$ cat src/inc/fault_reg_map.vh
// Register map, field positions, reset values and timing for the serial register block
`ifndef FAULT_REG_MAP_VH
`define FAULT_REG_MAP_VH
`define FRAME_BITS        32
`define BIT_RW            31
`define ADDR_HI           30
`define ADDR_LO           24
`define ADDR_IDENT        7'h00
`define ADDR_CONFIG       7'h01
`define ADDR_FAULT        7'h02
`define IDENT_MFR_HI      23
`define IDENT_MFR_LO      16
`define IDENT_REV_HI      15
`define IDENT_REV_LO      8
`define IDENT_WDT_BIT     1
`define CFG_PROBE_HI      15
`define CFG_PROBE_LO      13
`define CFG_SLEW_HI       12
`define CFG_SLEW_LO       7
`define CFG_ENMASK_BIT    6
`define CFG_CHMASK_HI     5
`define CFG_CHMASK_LO     3
`define CFG_SIDE_HI       2
`define CFG_SIDE_LO       0
`define FLT_MEM_BIT       23
`define FLT_RST_BIT       22
`define FLT_PUMP_SD_BIT   21
`define FLT_PUMP_WARN_BIT 20
`define FLT_OVB_BIT       19
`define FLT_LOOP_HI       17
`define FLT_LOOP_LO       15
`define FLT_UV_HI         14
`define FLT_UV_LO         12
`define FLT_OT_HI         11
`define FLT_OT_LO         9
`define FLT_OLI_HI        8
`define FLT_OLI_LO        6
`define FLT_OLSB_HI       5
`define FLT_OLSB_LO       3
`define FLT_OVC_HI        2
`define FLT_OVC_LO        0
`define SLEW_RESERVED     2'h3
`define CFG_RESET         32'h01000000
`define FAULT_RESET       32'h02500000
`define LOOP_PERIODS      4'h8
`endif

$ cat src/hw/pin_sync.v
// Two-stage synchroniser for a group of asynchronous inputs
`timescale 1ns/100ps
module pin_sync #(
  parameter W = 1
) (
  input  wire         clk,
  input  wire         rst_n,
  input  wire [W-1:0] d,
  output reg  [W-1:0] q
);
  reg [W-1:0] meta;
  always @(posedge clk or negedge rst_n) begin
    if (!rst_n) begin
      meta <= {W{1'b0}};
      q    <= {W{1'b0}};
    end else begin
      meta <= d;
      q    <= meta;
    end
  end
endmodule

$ cat src/hw/loop_err_det.v
// Per-channel regulation watchdog: flags when out of range for 8 modulation periods
`timescale 1ns/100ps
`include "fault_reg_map.vh"
module loop_err_det (
  input  wire clk,
  input  wire rst_n,
  input  wire period_tick,
  input  wire out_of_range,
  output reg  loop_err
);
  reg [3:0] cnt;
  always @(posedge clk or negedge rst_n) begin
    if (!rst_n) begin
      cnt      <= 4'h0;
      loop_err <= 1'b0;
    end else if (!out_of_range) begin
      cnt      <= 4'h0;
      loop_err <= 1'b0;
    end else if (period_tick) begin
      if (cnt != `LOOP_PERIODS)
        cnt <= cnt + 4'h1;
      loop_err <= (cnt + 4'h1 >= `LOOP_PERIODS);
    end
  end
endmodule

$ cat src/hw/fault_spi_regs.v
// Serial slave with identity, configuration and fault status registers
// Operation
// [RQ1] Read returns addressed register next frame
// [RQ2] Read data ignored, no register change
// [RQ3] Write stores data into writable fields
// [RQ4] Reply after write shows real contents
// [RQ5] 32-bit frames, most significant bit first
// [RQ6] Invalid frame answered with identity register
// [RQ7] First frame after reset returns identity
// [RQ8] Reply bit 31 zero; read-only writes ignored
// [RQ9] Identity holds maker and revision codes
// [RQ10] Watchdog timeout bit sticky until reset
// [RQ11] Bits 15:13 select probe current side
// [RQ12] Slew selector code 11 keeps old setting
// [RQ13] Enable mask pulls fault low on enable-low
// [RQ14] Channel masks gate faults onto fault output
// [RQ15] Bits 2:0 mirror side strap pins
// [RQ16] Fault bits for memory, pump and battery
// [RQ17] Reset bit set on reset, cleared on read
// [RQ18] Regulation error after 8 modulation periods
// [RQ19] Per-channel supply, temp, load, current faults
// [RQ20] Memory and regulation bits clear on read
// [RQ21] Frames not exactly 32 bits discarded
// [RQ22] Sample on falling, shift on rising clock
// [RQ23] Bits 30:24 carry register address
`timescale 1ns/100ps
`include "fault_reg_map.vh"
module fault_spi_regs #(
  parameter [7:0] MFR_CODE = 8'h5A, // Arbitrary value
  parameter [7:0] REV_CODE = 8'h01  // Arbitrary value
) (
  input  wire       CLK,
  input  wire       RST_N,
  input  wire       SCK,
  input  wire       CS_N,
  input  wire       SDI,
  output reg        SDO,
  output reg        SDO_OE,
  input  wire       ENABLE_PIN,
  input  wire [2:0] SIDE_SELECT_STRAP,
  input  wire       CLOCK_WATCHDOG_TIMEOUT,
  input  wire       MEM_CHECK_FAULT,
  input  wire       PUMP_UV_SHUTDOWN,
  input  wire       PUMP_UV_WARNING,
  input  wire       BATTERY_OVERVOLTAGE,
  input  wire       PWM_PERIOD_TICK,
  input  wire [2:0] CURRENT_OUT_OF_RANGE,
  input  wire [2:0] LOAD_SUPPLY_UNDERVOLTAGE,
  input  wire [2:0] OVERTEMP_FAULT,
  input  wire [2:0] OPEN_LOAD_IDLE,
  input  wire [2:0] OPEN_LOAD_SWITCH_BYPASS,
  input  wire [2:0] OVERCURRENT_FAULT,
  output reg  [2:0] OFFSTATE_PROBE_CURRENT_SELECT,
  output reg  [5:0] SLEW_RATE_SELECT,
  output reg        FAULT_OUT_N
);
  wire       sck_s;
  wire       cs_n_s;
  wire       sdi_s;
  wire       en_s;
  wire [2:0] strap_s;
  wire       wdt_s;
  wire       mem_s;
  wire       pump_sd_s;
  wire       pump_warn_s;
  wire       ovb_s;
  wire       tick_s;
  wire [2:0] oor_s;
  wire [2:0] uv_s;
  wire [2:0] ot_s;
  wire [2:0] oli_s;
  wire [2:0] olsb_s;
  wire [2:0] ovc_s;
  wire [2:0] loop_err;

  // Every input except CLK and RST_N is synchronised before use, at the cost of two clocks of latency
  pin_sync #(.W(31)) u_sync (
    .clk   (CLK),
    .rst_n (RST_N),
    .d     ({SCK, CS_N, SDI, ENABLE_PIN, SIDE_SELECT_STRAP, CLOCK_WATCHDOG_TIMEOUT,
             MEM_CHECK_FAULT, PUMP_UV_SHUTDOWN, PUMP_UV_WARNING, BATTERY_OVERVOLTAGE,
             PWM_PERIOD_TICK, CURRENT_OUT_OF_RANGE, LOAD_SUPPLY_UNDERVOLTAGE,
             OVERTEMP_FAULT, OPEN_LOAD_IDLE, OPEN_LOAD_SWITCH_BYPASS, OVERCURRENT_FAULT}),
    .q     ({sck_s, cs_n_s, sdi_s, en_s, strap_s, wdt_s, mem_s, pump_sd_s, pump_warn_s,
             ovb_s, tick_s, oor_s, uv_s, ot_s, oli_s, olsb_s, ovc_s})
  );

  reg        sck_d;
  reg        cs_d;
  reg        tick_d;
  reg [31:0] shift_in;
  reg [31:0] shift_out;
  reg [5:0]  bit_cnt;
  reg [6:0]  last_addr;
  reg        last_valid;
  reg        wdt_flag;
  reg [2:0]  probe_sel;
  reg [5:0]  slew_sel;
  reg        en_mask;
  reg [2:0]  ch_mask;
  reg [2:0]  side_status;
  reg        mem_flag;
  reg        rst_flag;
  reg [2:0]  loop_flag;
  reg        next_mem_flag;
  reg        next_rst_flag;
  reg [2:0]  next_loop_flag;
  reg [2:0]  chan_fault;
  reg        next_fault_n;

  // Modulation periods are counted on the rising edge of the synced tick
  wire tick_rise = tick_s & ~tick_d;

  genvar g;
  generate
    for (g = 0; g < 3; g = g + 1) begin : g_loop
      loop_err_det u_det (
        .clk          (CLK),
        .rst_n        (RST_N),
        .period_tick  (tick_rise),
        .out_of_range (oor_s[g]),
        .loop_err     (loop_err[g])
      );
    end
  endgenerate

  wire sck_fall   = sck_d & ~sck_s;
  wire sck_rise   = ~sck_d & sck_s;
  wire cs_fall    = cs_d & ~cs_n_s;
  wire cs_rise    = ~cs_d & cs_n_s;
  wire frame_ok   = cs_rise && (bit_cnt == `FRAME_BITS); // RQ21
  wire is_write   = shift_in[`BIT_RW];
  wire [6:0] addr = shift_in[`ADDR_HI:`ADDR_LO]; // RQ23
  wire addr_known = (addr == `ADDR_IDENT) || (addr == `ADDR_CONFIG) || (addr == `ADDR_FAULT);
  wire fault_read = cs_fall && last_valid && (last_addr == `ADDR_FAULT);

  // Replace code 11 by the previous setting, per channel
  function [5:0] slew_merge;
    input [5:0] cur;
    input [5:0] req;
    integer i;
    begin
      slew_merge = cur;
      for (i = 0; i < 3; i = i + 1)
        if (req[2*i +: 2] != `SLEW_RESERVED)
          slew_merge[2*i +: 2] = req[2*i +: 2]; // RQ12
    end
  endfunction

  // Register contents as they stand now
  function [31:0] reg_value;
    input [6:0] a;
    begin
      reg_value = 32'h00000000; // RQ8
      case (a)
        `ADDR_IDENT: begin
          reg_value[`IDENT_MFR_HI:`IDENT_MFR_LO] = MFR_CODE; // RQ9
          reg_value[`IDENT_REV_HI:`IDENT_REV_LO] = REV_CODE; // RQ9
          reg_value[`IDENT_WDT_BIT]              = wdt_flag; // RQ10
        end
        `ADDR_CONFIG: begin
          reg_value[`ADDR_HI:`ADDR_LO]           = `ADDR_CONFIG;
          reg_value[`CFG_PROBE_HI:`CFG_PROBE_LO] = probe_sel;
          reg_value[`CFG_SLEW_HI:`CFG_SLEW_LO]   = slew_sel;
          reg_value[`CFG_ENMASK_BIT]             = en_mask;
          reg_value[`CFG_CHMASK_HI:`CFG_CHMASK_LO] = ch_mask;
          reg_value[`CFG_SIDE_HI:`CFG_SIDE_LO]   = side_status; // RQ15
        end
        `ADDR_FAULT: begin
          reg_value[`ADDR_HI:`ADDR_LO]     = `ADDR_FAULT;
          reg_value[`FLT_MEM_BIT]          = mem_flag; // RQ16
          reg_value[`FLT_RST_BIT]          = rst_flag; // RQ17
          reg_value[`FLT_PUMP_SD_BIT]      = pump_sd_s; // RQ16
          reg_value[`FLT_PUMP_WARN_BIT]    = pump_warn_s; // RQ16
          reg_value[`FLT_OVB_BIT]          = ovb_s; // RQ16
          reg_value[`FLT_LOOP_HI:`FLT_LOOP_LO] = loop_flag; // RQ18
          reg_value[`FLT_UV_HI:`FLT_UV_LO] = uv_s; // RQ19
          reg_value[`FLT_OT_HI:`FLT_OT_LO] = ot_s; // RQ19
          reg_value[`FLT_OLI_HI:`FLT_OLI_LO] = oli_s; // RQ19
          reg_value[`FLT_OLSB_HI:`FLT_OLSB_LO] = olsb_s; // RQ19
          reg_value[`FLT_OVC_HI:`FLT_OVC_LO] = ovc_s; // RQ19
        end
        default: reg_value = 32'h00000000;
      endcase
    end
  endfunction

  // Read-clear takes effect once the reply is loaded; events in that cycle win
  always @* begin
    next_mem_flag  = mem_flag | mem_s; // RQ16
    next_loop_flag = loop_flag | loop_err; // RQ18
    next_rst_flag  = rst_flag;
    if (fault_read) begin
      next_mem_flag  = mem_s; // RQ20
      next_loop_flag = loop_err; // RQ20
      next_rst_flag  = 1'b0; // RQ17
    end
  end

  // Masked fault sources that pull the fault pin low
  always @* begin
    chan_fault   = loop_flag | uv_s | ot_s | oli_s | olsb_s | ovc_s;
    next_fault_n = 1'b1;
    if (en_mask && !en_s)
      next_fault_n = 1'b0; // RQ13
    if (|(ch_mask & chan_fault))
      next_fault_n = 1'b0; // RQ14
  end

  // Serial engine
  // Edges are found on synced copies, so the link clock must stay well below CLK
  always @(posedge CLK or negedge RST_N) begin
    if (!RST_N) begin
      sck_d      <= 1'b0;
      cs_d       <= 1'b1;
      tick_d     <= 1'b0;
      shift_in   <= 32'h00000000;
      shift_out  <= 32'h00000000;
      bit_cnt    <= 6'h00;
      last_addr  <= `ADDR_IDENT;
      last_valid <= 1'b0; // RQ7
      SDO        <= 1'b0;
      SDO_OE     <= 1'b0;
    end else begin
      sck_d  <= sck_s;
      cs_d   <= cs_n_s;
      tick_d <= tick_s;
      if (cs_fall) begin
        // Invalid or first frame after reset answers with identity
        shift_out <= reg_value(last_valid ? last_addr : `ADDR_IDENT); // RQ1 RQ4 RQ6 RQ7
        SDO       <= 1'b0; // RQ8
        SDO_OE    <= 1'b1;
        bit_cnt   <= 6'h00;
      end else if (!cs_n_s) begin
        if (sck_fall) begin
          shift_in <= {shift_in[30:0], sdi_s}; // RQ5 RQ22
          if (bit_cnt != 6'h3F)
            bit_cnt <= bit_cnt + 6'h01;
        end
        if (sck_rise) begin
          SDO       <= shift_out[30]; // RQ5 RQ22
          shift_out <= {shift_out[30:0], 1'b0};
        end
      end
      if (cs_rise) begin
        SDO_OE     <= 1'b0;
        SDO        <= 1'b0;
        last_valid <= frame_ok && addr_known; // RQ6 RQ21
        if (frame_ok && addr_known)
          last_addr <= addr; // RQ1
      end
    end
  end

  // Register file
  always @(posedge CLK or negedge RST_N) begin
    if (!RST_N) begin
      probe_sel   <= 3'h0;
      slew_sel    <= 6'h00;
      en_mask     <= 1'b0;
      ch_mask     <= 3'h0;
      side_status <= 3'h0;
      wdt_flag    <= 1'b0;
      mem_flag    <= 1'b0;
      rst_flag    <= 1'b1; // RQ17
      loop_flag   <= 3'h0;
    end else begin
      // Straps are mirrored continuously, so the value follows the pins after reset
      side_status <= strap_s; // RQ15
      if (wdt_s)
        wdt_flag <= 1'b1; // RQ10
      // Writes only to configuration; other addresses behave as reads
      if (frame_ok && is_write && addr == `ADDR_CONFIG) begin // RQ2 RQ3 RQ8
        probe_sel <= shift_in[`CFG_PROBE_HI:`CFG_PROBE_LO]; // RQ11
        slew_sel  <= slew_merge(slew_sel, shift_in[`CFG_SLEW_HI:`CFG_SLEW_LO]); // RQ12
        en_mask   <= shift_in[`CFG_ENMASK_BIT];
        ch_mask   <= shift_in[`CFG_CHMASK_HI:`CFG_CHMASK_LO];
      end
      rst_flag  <= next_rst_flag; // RQ17
      mem_flag  <= next_mem_flag; // RQ16 RQ20
      loop_flag <= next_loop_flag; // RQ18 RQ20
    end
  end

  // Fault pin and configuration outputs
  always @(posedge CLK or negedge RST_N) begin
    if (!RST_N) begin
      FAULT_OUT_N                   <= 1'b1;
      OFFSTATE_PROBE_CURRENT_SELECT <= 3'h0;
      SLEW_RATE_SELECT              <= 6'h00;
    end else begin
      OFFSTATE_PROBE_CURRENT_SELECT <= probe_sel; // RQ11
      SLEW_RATE_SELECT              <= slew_sel;
      FAULT_OUT_N                   <= next_fault_n; // RQ13 RQ14
    end
  end
endmodule

$ cat config.mk
export PLATFORM = sky130hd
export DESIGN_NAME = fault_spi_regs
export DESIGN_NICKNAME = d
export VERILOG_FILES = /design/src/hw/pin_sync.v /design/src/hw/loop_err_det.v /design/src/hw/fault_spi_regs.v
export VERILOG_INCLUDE_DIRS = /design/src /design/src/inc
export SDC_FILE = /design/constraint.sdc
export NUM_CORES = 1
export LEC_CHECK = 0
export BUFFER_PORTS_ARGS = -buffer_cell sky130_fd_sc_hd__buf_2
export CORE_MARGIN = 2
export CORE_UTILIZATION = 45
export CTS_CLUSTER_SIZE = 40
export DETAILED_ROUTE_END_ITERATION = 8
export PLACE_DENSITY = 0.7
export SYNTH_ARGS = -nofsm -noshare
export SYNTH_HDL_FRONTEND = slang
export SYNTH_SLANG_ARGS = --single-unit
export TNS_END_PERCENT = 100
$ cat constraint.sdc
create_clock -name CLK -period 2.8 [get_ports CLK]
set_input_delay 0.14 -clock CLK [delete_from_list [all_inputs] [get_ports CLK]]
set_output_delay 0.14 -clock CLK [all_outputs]
set_load 0.01 [all_outputs]
==> results.py, run 1 <==
metrics = {
    "synth": {
        "yosysUniqueCellTypes": 52,
        "synth-seq-cells": 191,
        "yosys.area.top_type": "dfrtp_1",
        "synth-simple-area-share": 0.0963,
        "ys_warn_count": 0,
        "netlist_area_sq_um": 7060,
        "synth-edff-count": 0,
        "syn-num-nets": 577,
        "async_flop_share": 1.00,
        "synth-adder-area-share": 0.0177,
        "synth_top_area_frac": 0.667,
        "ys.flop_type": "dfrtp_1",
        "synth-seq-area-share": 0.678,
        "synth_area_leaders": "dfrtp_1 67%, mux2_2 6.4%, nand2_1 3.1%, a22o_1 1.9%, o21ai_0 1.8%",
        "syn_avg_cell_area_sq_um": 13.2,
        "synth_top_family_by_area": "compound AO/OA/AOI/OAI gates",
        "synthCells": 534,
        "synthMuxAreaShare": 0.0768,
        "synth_compound_area_frac": 0.0980,
        "synthXorXnorAreaFrac": 0.00993,
    },
    "setup_path": {
        "critical_path_required_ns": 3.14,
        "crit_type": "flop to flop",
        "cp_max_fo": 18,
        "reg2reg_slack_ns": 0.72,
        "r2r_end": "slew_sel[1]$_DFFE_PN0P_",
        "setup.worst_path.start_class": "flop",
        "reg2regPathDepth": 6,
        "worst_r2r_startpoint": "u_sync.q[29]$_DFF_PN0_",
        "worst_ep_arrival_time_ns": 2.42,
        "endpoint_kind": "flop",
    },
    "place": {
        "port_buffers": 44,
        "placed_cells": 779,
        "dpl-instance-area_sq_um": 7560,
        "dpl.hpwl_mm": 8.16,
        "gp_congestion": 0.813,
    },
    "floorplan": {
        "die_width_um": 129,
        "initial_core_util": 0.462,
        "row_count": 45,
        "core_sq_um": 15300,
        "die_area_sq_um": 16700,
        "pin_count": 45,
        "die_h_um": 129,
    },
    "cells_and_area": {
        "final_common_cell": "dfrtp_1",
        "areaGrowthSynthToFinish_pct": 20.3,
        "final_area_sq_um": 8490,
        "nets": 662,
        "final_cell_mix": "188 x dfrtp_1, 59 x nand2_1, 43 x buf_2",
        "seqCellArea_sq_um": 4780,
        "drive_gt1_frac": 0.215,
        "fin_util": 0.556,
        "num-fill-cells": 1221,
        "multiInputGateArea_sq_um": 2110,
        "final_cells": 843,
        "diodes": 0,
    },
    "sta": {
        "fmax_mhz": 480,
        "skew_ns": 0.00937,
        "final_max_slew_viol_count": 0,
        "finalCriticalPeriod_ns": 2.08,
        "min_period_over_period": 0.744,
        "final_hold_viol_count": 0,
        "setup_tns_ns": 0,
        "grt_setup_unrepaired": "no",
        "slew_headroom": 0.480,
        "tightest_slew_ns": 0.780,
        "setup-violations-final": 0,
    },
    "min_path": {
        "min_to": "u_sync.meta[27]$_DFF_PN0_",
        "hold_class": "input pin to flop",
        "min_from": "ENABLE_PIN",
        "hold_depth": 2,
    },
    "clock_network": {
        "clock_latency_ns": 0.43,
        "cts_buffers": 17,
        "clk_path_buf_depth": 2,
        "holdBufCountCts": 32,
        "path_clk_slew_ns": 0.07,
        "htree_levels": 4,
        "clock_sinks": 191,
        "post_cts_buffers": 0,
        "ctsResizeCount": 0,
        "cts_tree": "built",
        "root_buffer": "clkbuf_16",
    },
    "detailed_routing": {
        "finalWirelength_mm": 12.9,
        "drtAntennaViolNets": 0,
        "num_vias": 4277,
        "drcViolationCount": 0,
        "vias_per_cell": 5.07,
        "wl_per_cell_um": 15.3,
        "firstDrtPassIters": 5,
        "first_iter_violations": 226,
    },
    "outcome": {
        "status": "finished clean",
    },
    "grt": {
        "antenna_found_initial": 0,
        "grt_pass1_vias": 4403,
        "grt_pass1_wl_mm": 21.8,
        "grtUsageTotal": 0.170,
        "overflow": 0,
        "grt_start_max_net_pins": 100,
    },
    "power_and_ir_drop": {
        "ir_worst_vdd_uv": 468,
        "power_leakage_nw": 3.99,
        "power_density_nw_per_um2": 684,
    },
    "flow_run": {
        "drv_cap": 0,
    },
}
## how the worst max path moves through the flow
| stage | to | from | cells past startpoint | slack, ns |
|---|---|---|---|---|
| floorplan | slew_sel[0]$_DFFE_PN0P_ | u_sync.q[29]$_DFF_PN0_ | 6 | 0.93 |
| global route | slew_sel[1]$_DFFE_PN0P_ | u_sync.q[29]$_DFF_PN0_ | 6 | 0.53 |
| CTS | slew_sel[1]$_DFFE_PN0P_ | u_sync.q[29]$_DFF_PN0_ | 6 | 0.69 |
| global placement | shift_in[9]$_DFFE_PN0P_ | u_sync.q[29]$_DFF_PN0_ | 4 | 0.84 |
| detailed placement | shift_in[31]$_DFFE_PN0P_ | u_sync.q[29]$_DFF_PN0_ | 4 | 0.76 |
| finish | slew_sel[1]$_DFFE_PN0P_ | u_sync.q[29]$_DFF_PN0_ | 6 | 0.72 |
## worst max-delay path, cell delays in order (launching register included)
cell	delay [ns]
dfrtp_1	0.44
ha_1	0.29
nor4bb_1	0.39
nand4_1	0.18
buf_4	0.25
or2_0	0.22
a21oi_1	0.21
## per-stage QoR
stage | hold slack, ns | power [mW] | worst slack, ns
2_1_floorplan | -0.156 | 3.21 | 0.934
3_3_place_gp | 0.248 | 3.35 | 0.836
3_5_place_dp | 0.249 | 3.37 | 0.756
4_1_cts | 0.317 | 5.88 | 0.686
5_1_grt | 0.328 | 6.05 | 0.528
6_report | 0.340 | 5.81 | 0.717
## kinds of logic (layout without fill, tap and decap cells)
kind of cell / after synthesis / after routing
multiplexers: 49 / 49
AO/OA/AOI/OAI: 100 / 100
XOR/XNOR: 8 / 8
flip-flops: 191 / 191
buffers and inverters: 39 / 137
AND/OR/NAND/NOR: 137 / 137
adder cells (fa/ha/maj): 10 / 10
## synthesized netlist by cell type (all sizes together) (4+ instances only)
library cell	number
a21o	4
nand3	14
xor2	7
nor2b	6
inv	18
o21ai	26
clkbuf	16
a22o	15
ha	10
nand2	59
nor2	24
mux2i	8
mux2	41
buf	5
o22a	9
a221oi	7
a31oi	8
and2	8
dfrtp	188
a21boi	6
a21oi	13
## final cells by class
cell class	instances	share of cell area
timing repair buffer	87	0.0774
tap	211	0.0311
clock buffer	18	0.0517
inverter	18	0.00796
multi-input combinational	304	0.248
clock inverter	14	0.0198
sequential	191	0.564
## metal layers
layer  track usage  share of wire  vias up
met1         0.220           0.45     2144
met3        0.0434          0.031       20
met4        0.0684          0.019        0
met2         0.278           0.50       88
met5             0              0        -
li1              -              -     2025
## power breakdown
part | internal [mW] | switching (mW)
Combinational | 0.164 | 0.178
Sequential | 2.91 | 0.0964
Clock | 1.37 | 1.08
Total | 4.45 | 1.36
## registers in the layout, summed over array words and instances, names as in the netlist, 3 cells and up
register,count
u_sync.meta,31
u_sync.q,31
SLEW_RATE_SELECT,6
last_addr,7
slew_sel,6
ch_mask,3
g_loop.u_det.loop_err,3
g_loop.u_det.cnt,12
probe_sel,3
shift_in,32
side_status,3
OFFSTATE_PROBE_CURRENT_SELECT,3
bit_cnt,6
loop_flag,3
shift_out,31
No activity file was read; power rests on OpenSTA's default activity.
==> run 2, diff against run 1 <==
ABC_AREA = 1   (was not set)
PLACE_DENSITY = 0.72   (was 0.7)
clock period = 1.8 ns   (was 2.8 ns; I/O delays follow)
==> results.py, run 2 <==
metrics = {
    "outcome": {
        "status": "finished clean",
    },
    "setup_path": {
        "endpoint_kind": "flop",
        "reg2regPathDepth": 9,
        "cp_max_fo": 6,
        "r2r_end": "shift_out[19]$_DFFE_PN0P_",
        "worst_r2r_startpoint": "u_sync.q[29]$_DFF_PN0_",
        "worst_ep_arrival_time_ns": 1.99,
        "crit_type": "flop to flop",
        "setup.worst_path.start_class": "flop",
        "critical_path_required_ns": 2.15,
        "reg2reg_slack_ns": 0.16,
    },
    "place": {
        "gp_congestion": 0.813,
        "dpl.hpwl_mm": 8.92,
        "port_buffers": 44,
    },
    "clock_network": {
        "clock_sinks": 191,
        "htree_levels": 4,
        "clock_latency_ns": 0.43,
        "path_clk_slew_ns": 0.07,
        "cts_buffers": 17,
        "root_buffer": "clkbuf_16",
        "cts_tree": "built",
        "clk_path_buf_depth": 2,
    },
    "detailed_routing": {
        "num_vias": 5040,
        "first_iter_violations": 402,
        "wl_per_cell_um": 13.3,
        "drcViolationCount": 0,
        "firstDrtPassIters": 5,
        "finalWirelength_mm": 13.8,
        "vias_per_cell": 4.85,
        "drtAntennaViolNets": 0,
    },
    "power_and_ir_drop": {
        "power_mw": 9.63,
        "power_leakage_nw": 4.18,
        "ir_worst_vdd_uv": 808,
        "power_density_nw_per_um2": 1100,
    },
    "floorplan": {
        "die_h_um": 132,
        "pin_count": 45,
        "initial_core_util": 0.461,
        "core_sq_um": 15900,
        "row_count": 46,
        "die_width_um": 132,
        "die_area_sq_um": 17300,
    },
    "sta": {
        "slew_headroom": 0.682,
        "grt_setup_unrepaired": "no",
        "tightest_slew_ns": 0.478,
        "setup-violations-final": 0,
        "final_hold_viol_count": 0,
        "setup_tns_ns": 0,
        "skew_ns": 0.0120,
        "final_max_slew_viol_count": 0,
        "min_period_over_period": 0.910,
        "fmax_mhz": 610,
        "finalCriticalPeriod_ns": 1.64,
    },
    "synth": {
        "synth-seq-area-share": 0.653,
        "ys.flop_type": "dfrtp_1",
        "syn_avg_cell_area_sq_um": 10.3,
        "syn-num-nets": 756,
        "netlist_area_sq_um": 7330,
        "synth-edff-count": 0,
        "synthCells": 713,
        "async_flop_share": 1.00,
        "yosys.area.top_type": "dfrtp_1",
        "ys_warn_count": 0,
        "synth-seq-cells": 191,
        "synth_area_leaders": "dfrtp_1 64%, nand2_1 7.4%, o21ai_0 4.0%, inv_1 3.8%, nor2_1 3.4%",
        "yosysMostFrequentCell": "dfrtp_1",
        "synth_top_area_frac": 0.642,
        "ys_top_cells_by_count": "188 x dfrtp_1, 144 x nand2_1, 75 x inv_1, 66 x nor2_1, 59 x o21ai_0",
        "yosysUniqueCellTypes": 33,
    },
    "cells_and_area": {
        "largest_register_ffs": 32,
        "drive_gt1_frac": 0.158,
        "nets": 853,
        "diodes": 0,
        "areaGrowthSynthToFinish_pct": 20.0,
        "final_common_cell": "dfrtp_1",
        "final_cell_mix": "188 x dfrtp_1, 144 x nand2_1, 75 x inv_1",
        "top_register": "shift_in",
    },
    "grt": {
        "grt_start_max_net_pins": 58,
        "grt_pass1_vias": 4878,
        "grt_pass1_wl_mm": 23.5,
        "antenna_found_initial": 0,
        "grtUsageTotal": 0.171,
        "overflow": 0,
    },
    "flow_run": {
        "drv_cap": 0,
    },
    "min_path": {
        "hold_class": "input pin to async pin",
    },
}
-- run 2: worst max-delay path: stages, from the launching register on --
cell     delay (ns)
dfrtp_1        0.41
inv_1          0.12
ha_2           0.25
nand2_2        0.08
nor3_4         0.27
buf_4          0.18
nand2_1        0.04
o21ai_0        0.06
nor2_1         0.05
nor2_1         0.09
-- run 2: repair_timing --
item	CTS	global route
hold buffers	32	0
buffers inserted	0	1
hold endpoints to repair	83	0
resized for setup	0	1
setup endpoints to repair	0	17
-- run 2: metrics by stage --
stage / hold slack, ns / cells / setup WS, ns / instance area, sq um / utilization
floorplan: -0.206 / 713 / 0.277 / 7330 / -
CTS: 0.197 / 1038 / 0.0406 / 8790 / 0.553
finish: 0.192 / 1039 / 0.162 / 8800 / 0.554
global placement: 0.0949 / 974 / 0.114 / 7900 / 0.497
detailed placement: 0.0958 / 974 / 0.0669 / 7900 / 0.497
global route: 0.231 / 1039 / 0.00322 / 8800 / 0.554
-- run 2: worst max-delay path by stage --
stage                     slack [ns]  cells after the start                   start                         to
after global routing           0.003                      9  u_sync.q[29]$_DFF_PN0_  shift_out[19]$_DFFE_PN0P_
after detailed placement        0.07                      9  u_sync.q[29]$_DFF_PN0_  shift_out[19]$_DFFE_PN0P_
final                           0.16                      9  u_sync.q[29]$_DFF_PN0_  shift_out[19]$_DFFE_PN0P_
after global placement          0.11                      8          cs_d$_DFF_PN1_  shift_out[19]$_DFFE_PN0P_
after CTS                       0.04                      8          cs_d$_DFF_PN1_  shift_out[19]$_DFFE_PN0P_
after floorplan                 0.28                      6          cs_d$_DFF_PN1_         mem_flag$_DFF_PN0_
-- run 2: layout make-up --
class,instances,area (sq um)
clock buffers,20,447
inverters,78,295
multi-input cells,422,2110
repair buffers,100,767
clock inverters,12,123
fillers,1396,7090
well taps,216,270
flip-flops and latches,191,4780
-- run 2: logic make-up after synthesis --
family / after synthesis / share of synthesized area
flops: 191 / 0.653
buf+inv: 100 / 0.0594
fa+ha+maj: 10 / 0.0171
xor+xnor: 2 / 0.00239
simple gates: 280 / 0.167
compound gates: 128 / 0.0980
mux: 2 / 0.00307
-- run 2: layer usage --
layer  up-vias  track usage  wire (um)
li1       2505            -          -
met1      2424        0.225       6270
met2        96        0.281       6770
met3        15       0.0424        512
met4         0       0.0574        216
met5         -            0          0
-- run 2: power breakdown --
group / internal, mW / switching, mW / leakage [nW] / total (mW)
sequential: 4.74 / 0.258 / 2.35 / 5.00
combinational: 0.402 / 0.619 / 1.55 / 1.02
clock: 1.98 / 1.64 / 0.269 / 3.62
total: 7.12 / 2.52 / 4.18 / 9.63
==> run 3, diff against run 2 <==
CORE_UTILIZATION = 35   (was 45)
PLACE_DENSITY = 0.61   (was 0.72)
SKIP_CTS_REPAIR_TIMING = 1   (was not set)
==> results.py, run 3 (synthesis results as in run 2) <==
metrics = {
    "clock_network": {
        "path_clk_slew_ns": 0.07,
        "root_buffer": "clkbuf_16",
        "clock_sinks": 191,
        "clock_latency_ns": 0.43,
        "clk_path_buf_depth": 2,
        "cts_buffers": 17,
        "cts_tree": "built",
        "htree_levels": 4,
    },
    "floorplan": {
        "die_area_sq_um": 22100,
        "die_width_um": 149,
        "pin_count": 45,
        "die_h_um": 149,
        "initial_core_util": 0.360,
        "row_count": 52,
        "core_sq_um": 20400,
    },
    "setup_path": {
        "endpoint_kind": "flop",
        "worst_ep_arrival_time_ns": 2.00,
        "crit_type": "flop to flop",
        "critical_path_required_ns": 2.16,
        "cp_max_fo": 5,
        "worst_path_most_repeated_cell": "nor2_1",
        "cp_top_family": "flip-flops",
        "worst_r2r_startpoint": "cs_d$_DFF_PN1_",
        "reg2reg_slack_ns": 0.16,
        "cpPeakStageDelay_ns": 0.55,
        "path_cells": "ha_2, nand2_2, nor3_4, buf_4, nand2_1, o21ai_0, nor2_1, nor2_1",
        "setup.worst_path.start_class": "flop",
        "path_buf_inv": 1,
        "slowest_stage": "dfstp_2",
        "critPathLaunch": "cs_d$_DFF_PN1_",
    },
    "power_and_ir_drop": {
        "ir_worst_vdd_uv": 689,
        "power_density_nw_per_um2": 1070,
        "power.share.clock": 0.367,
        "internal_power_mw": 6.96,
        "switching_power_mw": 2.53,
        "comb_power_share": 0.107,
        "seqPwrFrac": 0.526,
        "switching_share": 0.267,
        "power_leakage_nw": 4.16,
    },
    "place": {
        "dpl-instance-area_sq_um": 7980,
        "placed_cells": 1033,
        "post-place-ws_ns": 0.123,
        "port_buffers": 44,
        "dpl.hpwl_mm": 9.44,
        "gp_congestion": 0.757,
    },
    "sta": {
        "fin_ws_ns": 0.163,
        "skew_ns": 0.00879,
        "final_max_slew_viol_count": 0,
        "slew_headroom": 0.695,
        "tightest_slew_ns": 0.457,
        "grt_setup_unrepaired": "no",
        "final_hold_viol_count": 0,
        "fmax_mhz": 611,
        "setup-violations-final": 0,
        "setup_tns_ns": 0,
        "min_period_over_period": 0.909,
        "finalCriticalPeriod_ns": 1.64,
    },
    "cells_and_area": {
        "fin_util": 0.435,
        "num-fill-cells": 1912,
        "multiInputGateArea_sq_um": 2110,
        "diodes": 0,
        "final_area_sq_um": 8850,
        "drive_gt1_frac": 0.166,
        "nets": 857,
        "final_cells": 1097,
        "final_common_cell": "dfrtp_1",
        "top_register": "shift_in",
        "seqCellArea_sq_um": 4780,
        "final_cell_mix": "187 x dfrtp_1, 144 x nand2_1, 75 x inv_1",
        "areaGrowthSynthToFinish_pct": 20.7,
        "largest_register_ffs": 32,
    },
    "flow_run": {
        "drv_cap": 0,
    },
    "detailed_routing": {
        "vias_per_cell": 4.54,
        "wl_per_cell_um": 12.7,
        "finalWirelength_mm": 13.9,
        "num_vias": 4983,
        "drtAntennaViolNets": 0,
        "drcViolationCount": 0,
        "first_iter_violations": 273,
        "firstDrtPassIters": 4,
    },
    "grt": {
        "grt_start_max_net_pins": 59,
        "grt_pass1_vias": 4755,
        "grt_pass1_wl_mm": 23.5,
        "grtUsageTotal": 0.135,
        "overflow": 0,
        "antenna_found_initial": 0,
    },
    "min_path": {
        "hold_class": "input pin to async pin",
    },
    "outcome": {
        "status": "finished clean",
    },
}
==> run 3: cell types whose count changed in the layout (fill, tap and decap cells not counted), moves of 2 or more <==
| cell | previous run | this run |
|---|---|---|
| inv_6 | 7 | 4 |
| clkinv_2 | 0 | 2 |
| buf_4 | 21 | 27 |
| buf_12 | 3 | 1 |
| clkbuf_1 | 2 | 0 |
| clkinvlp_4 | 3 | 6 |
==> run 3: cell type report <==
type	instances	area share
multi-input cells	422	0.239
clock inverters	14	0.0122
repair buffers	104	0.0872
flip-flops and latches	191	0.541
clock buffers	18	0.0496
inverters	78	0.0334
well taps	270	0.0382
==> run 3: metrics by stage <==
step	total power [mW]	hold slack, ns
final	9.49	0.177
after global routing	10.0	0.241
after CTS	9.55	-0.375
after detailed placement	6.04	0.0875
after global placement	6.01	0.0898
after floorplan	5.66	-0.206
==> run 3: power groups by stage <==
stage | Combinational [mW] | Clock (mW) | Sequential [mW]
floorplan | 0.659 | 0 | 5.00
global placement | 0.941 | 0 | 5.07
detailed placement | 0.975 | 0 | 5.07
CTS | 0.980 | 3.57 | 5.00
global route | 1.21 | 3.76 | 5.05
finish | 1.01 | 3.48 | 4.99
==> run 3: worst paths after layout <==
path | end | cells after the start
min in group CLK | u_sync.meta[1]$_DFF_PN0_ | 2
hold / removal | shift_in[3]$_DFFE_PN0P_ | 2
max in group asynchronous | rst_flag$_DFFE_PN1P_ | 3
hold reg to reg | u_sync.q[21]$_DFF_PN0_ | 0
setup / recovery | shift_out[19]$_DFFE_PN0P_ | 8
setup reg to reg | shift_out[19]$_DFFE_PN0P_ | 8
==> run 3: worst reg2reg max path, cell delays in order, from the launching register on <==
cell	delay (ns)
dfstp_2	0.55
ha_2	0.24
nand2_2	0.08
nor3_4	0.27
buf_4	0.18
nand2_1	0.05
o21ai_0	0.06
nor2_1	0.05
nor2_1	0.09
==> run 3: per-layer routing <==
layer / up-vias / global-route usage / routed length (um)
li1: 2501 / - / -
met1: 2380 / 0.185 / 6610
met2: 76 / 0.207 / 6560
met3: 26 / 0.0310 / 338
met4: 0 / 0.0605 / 375
met5: - / 0 / 0
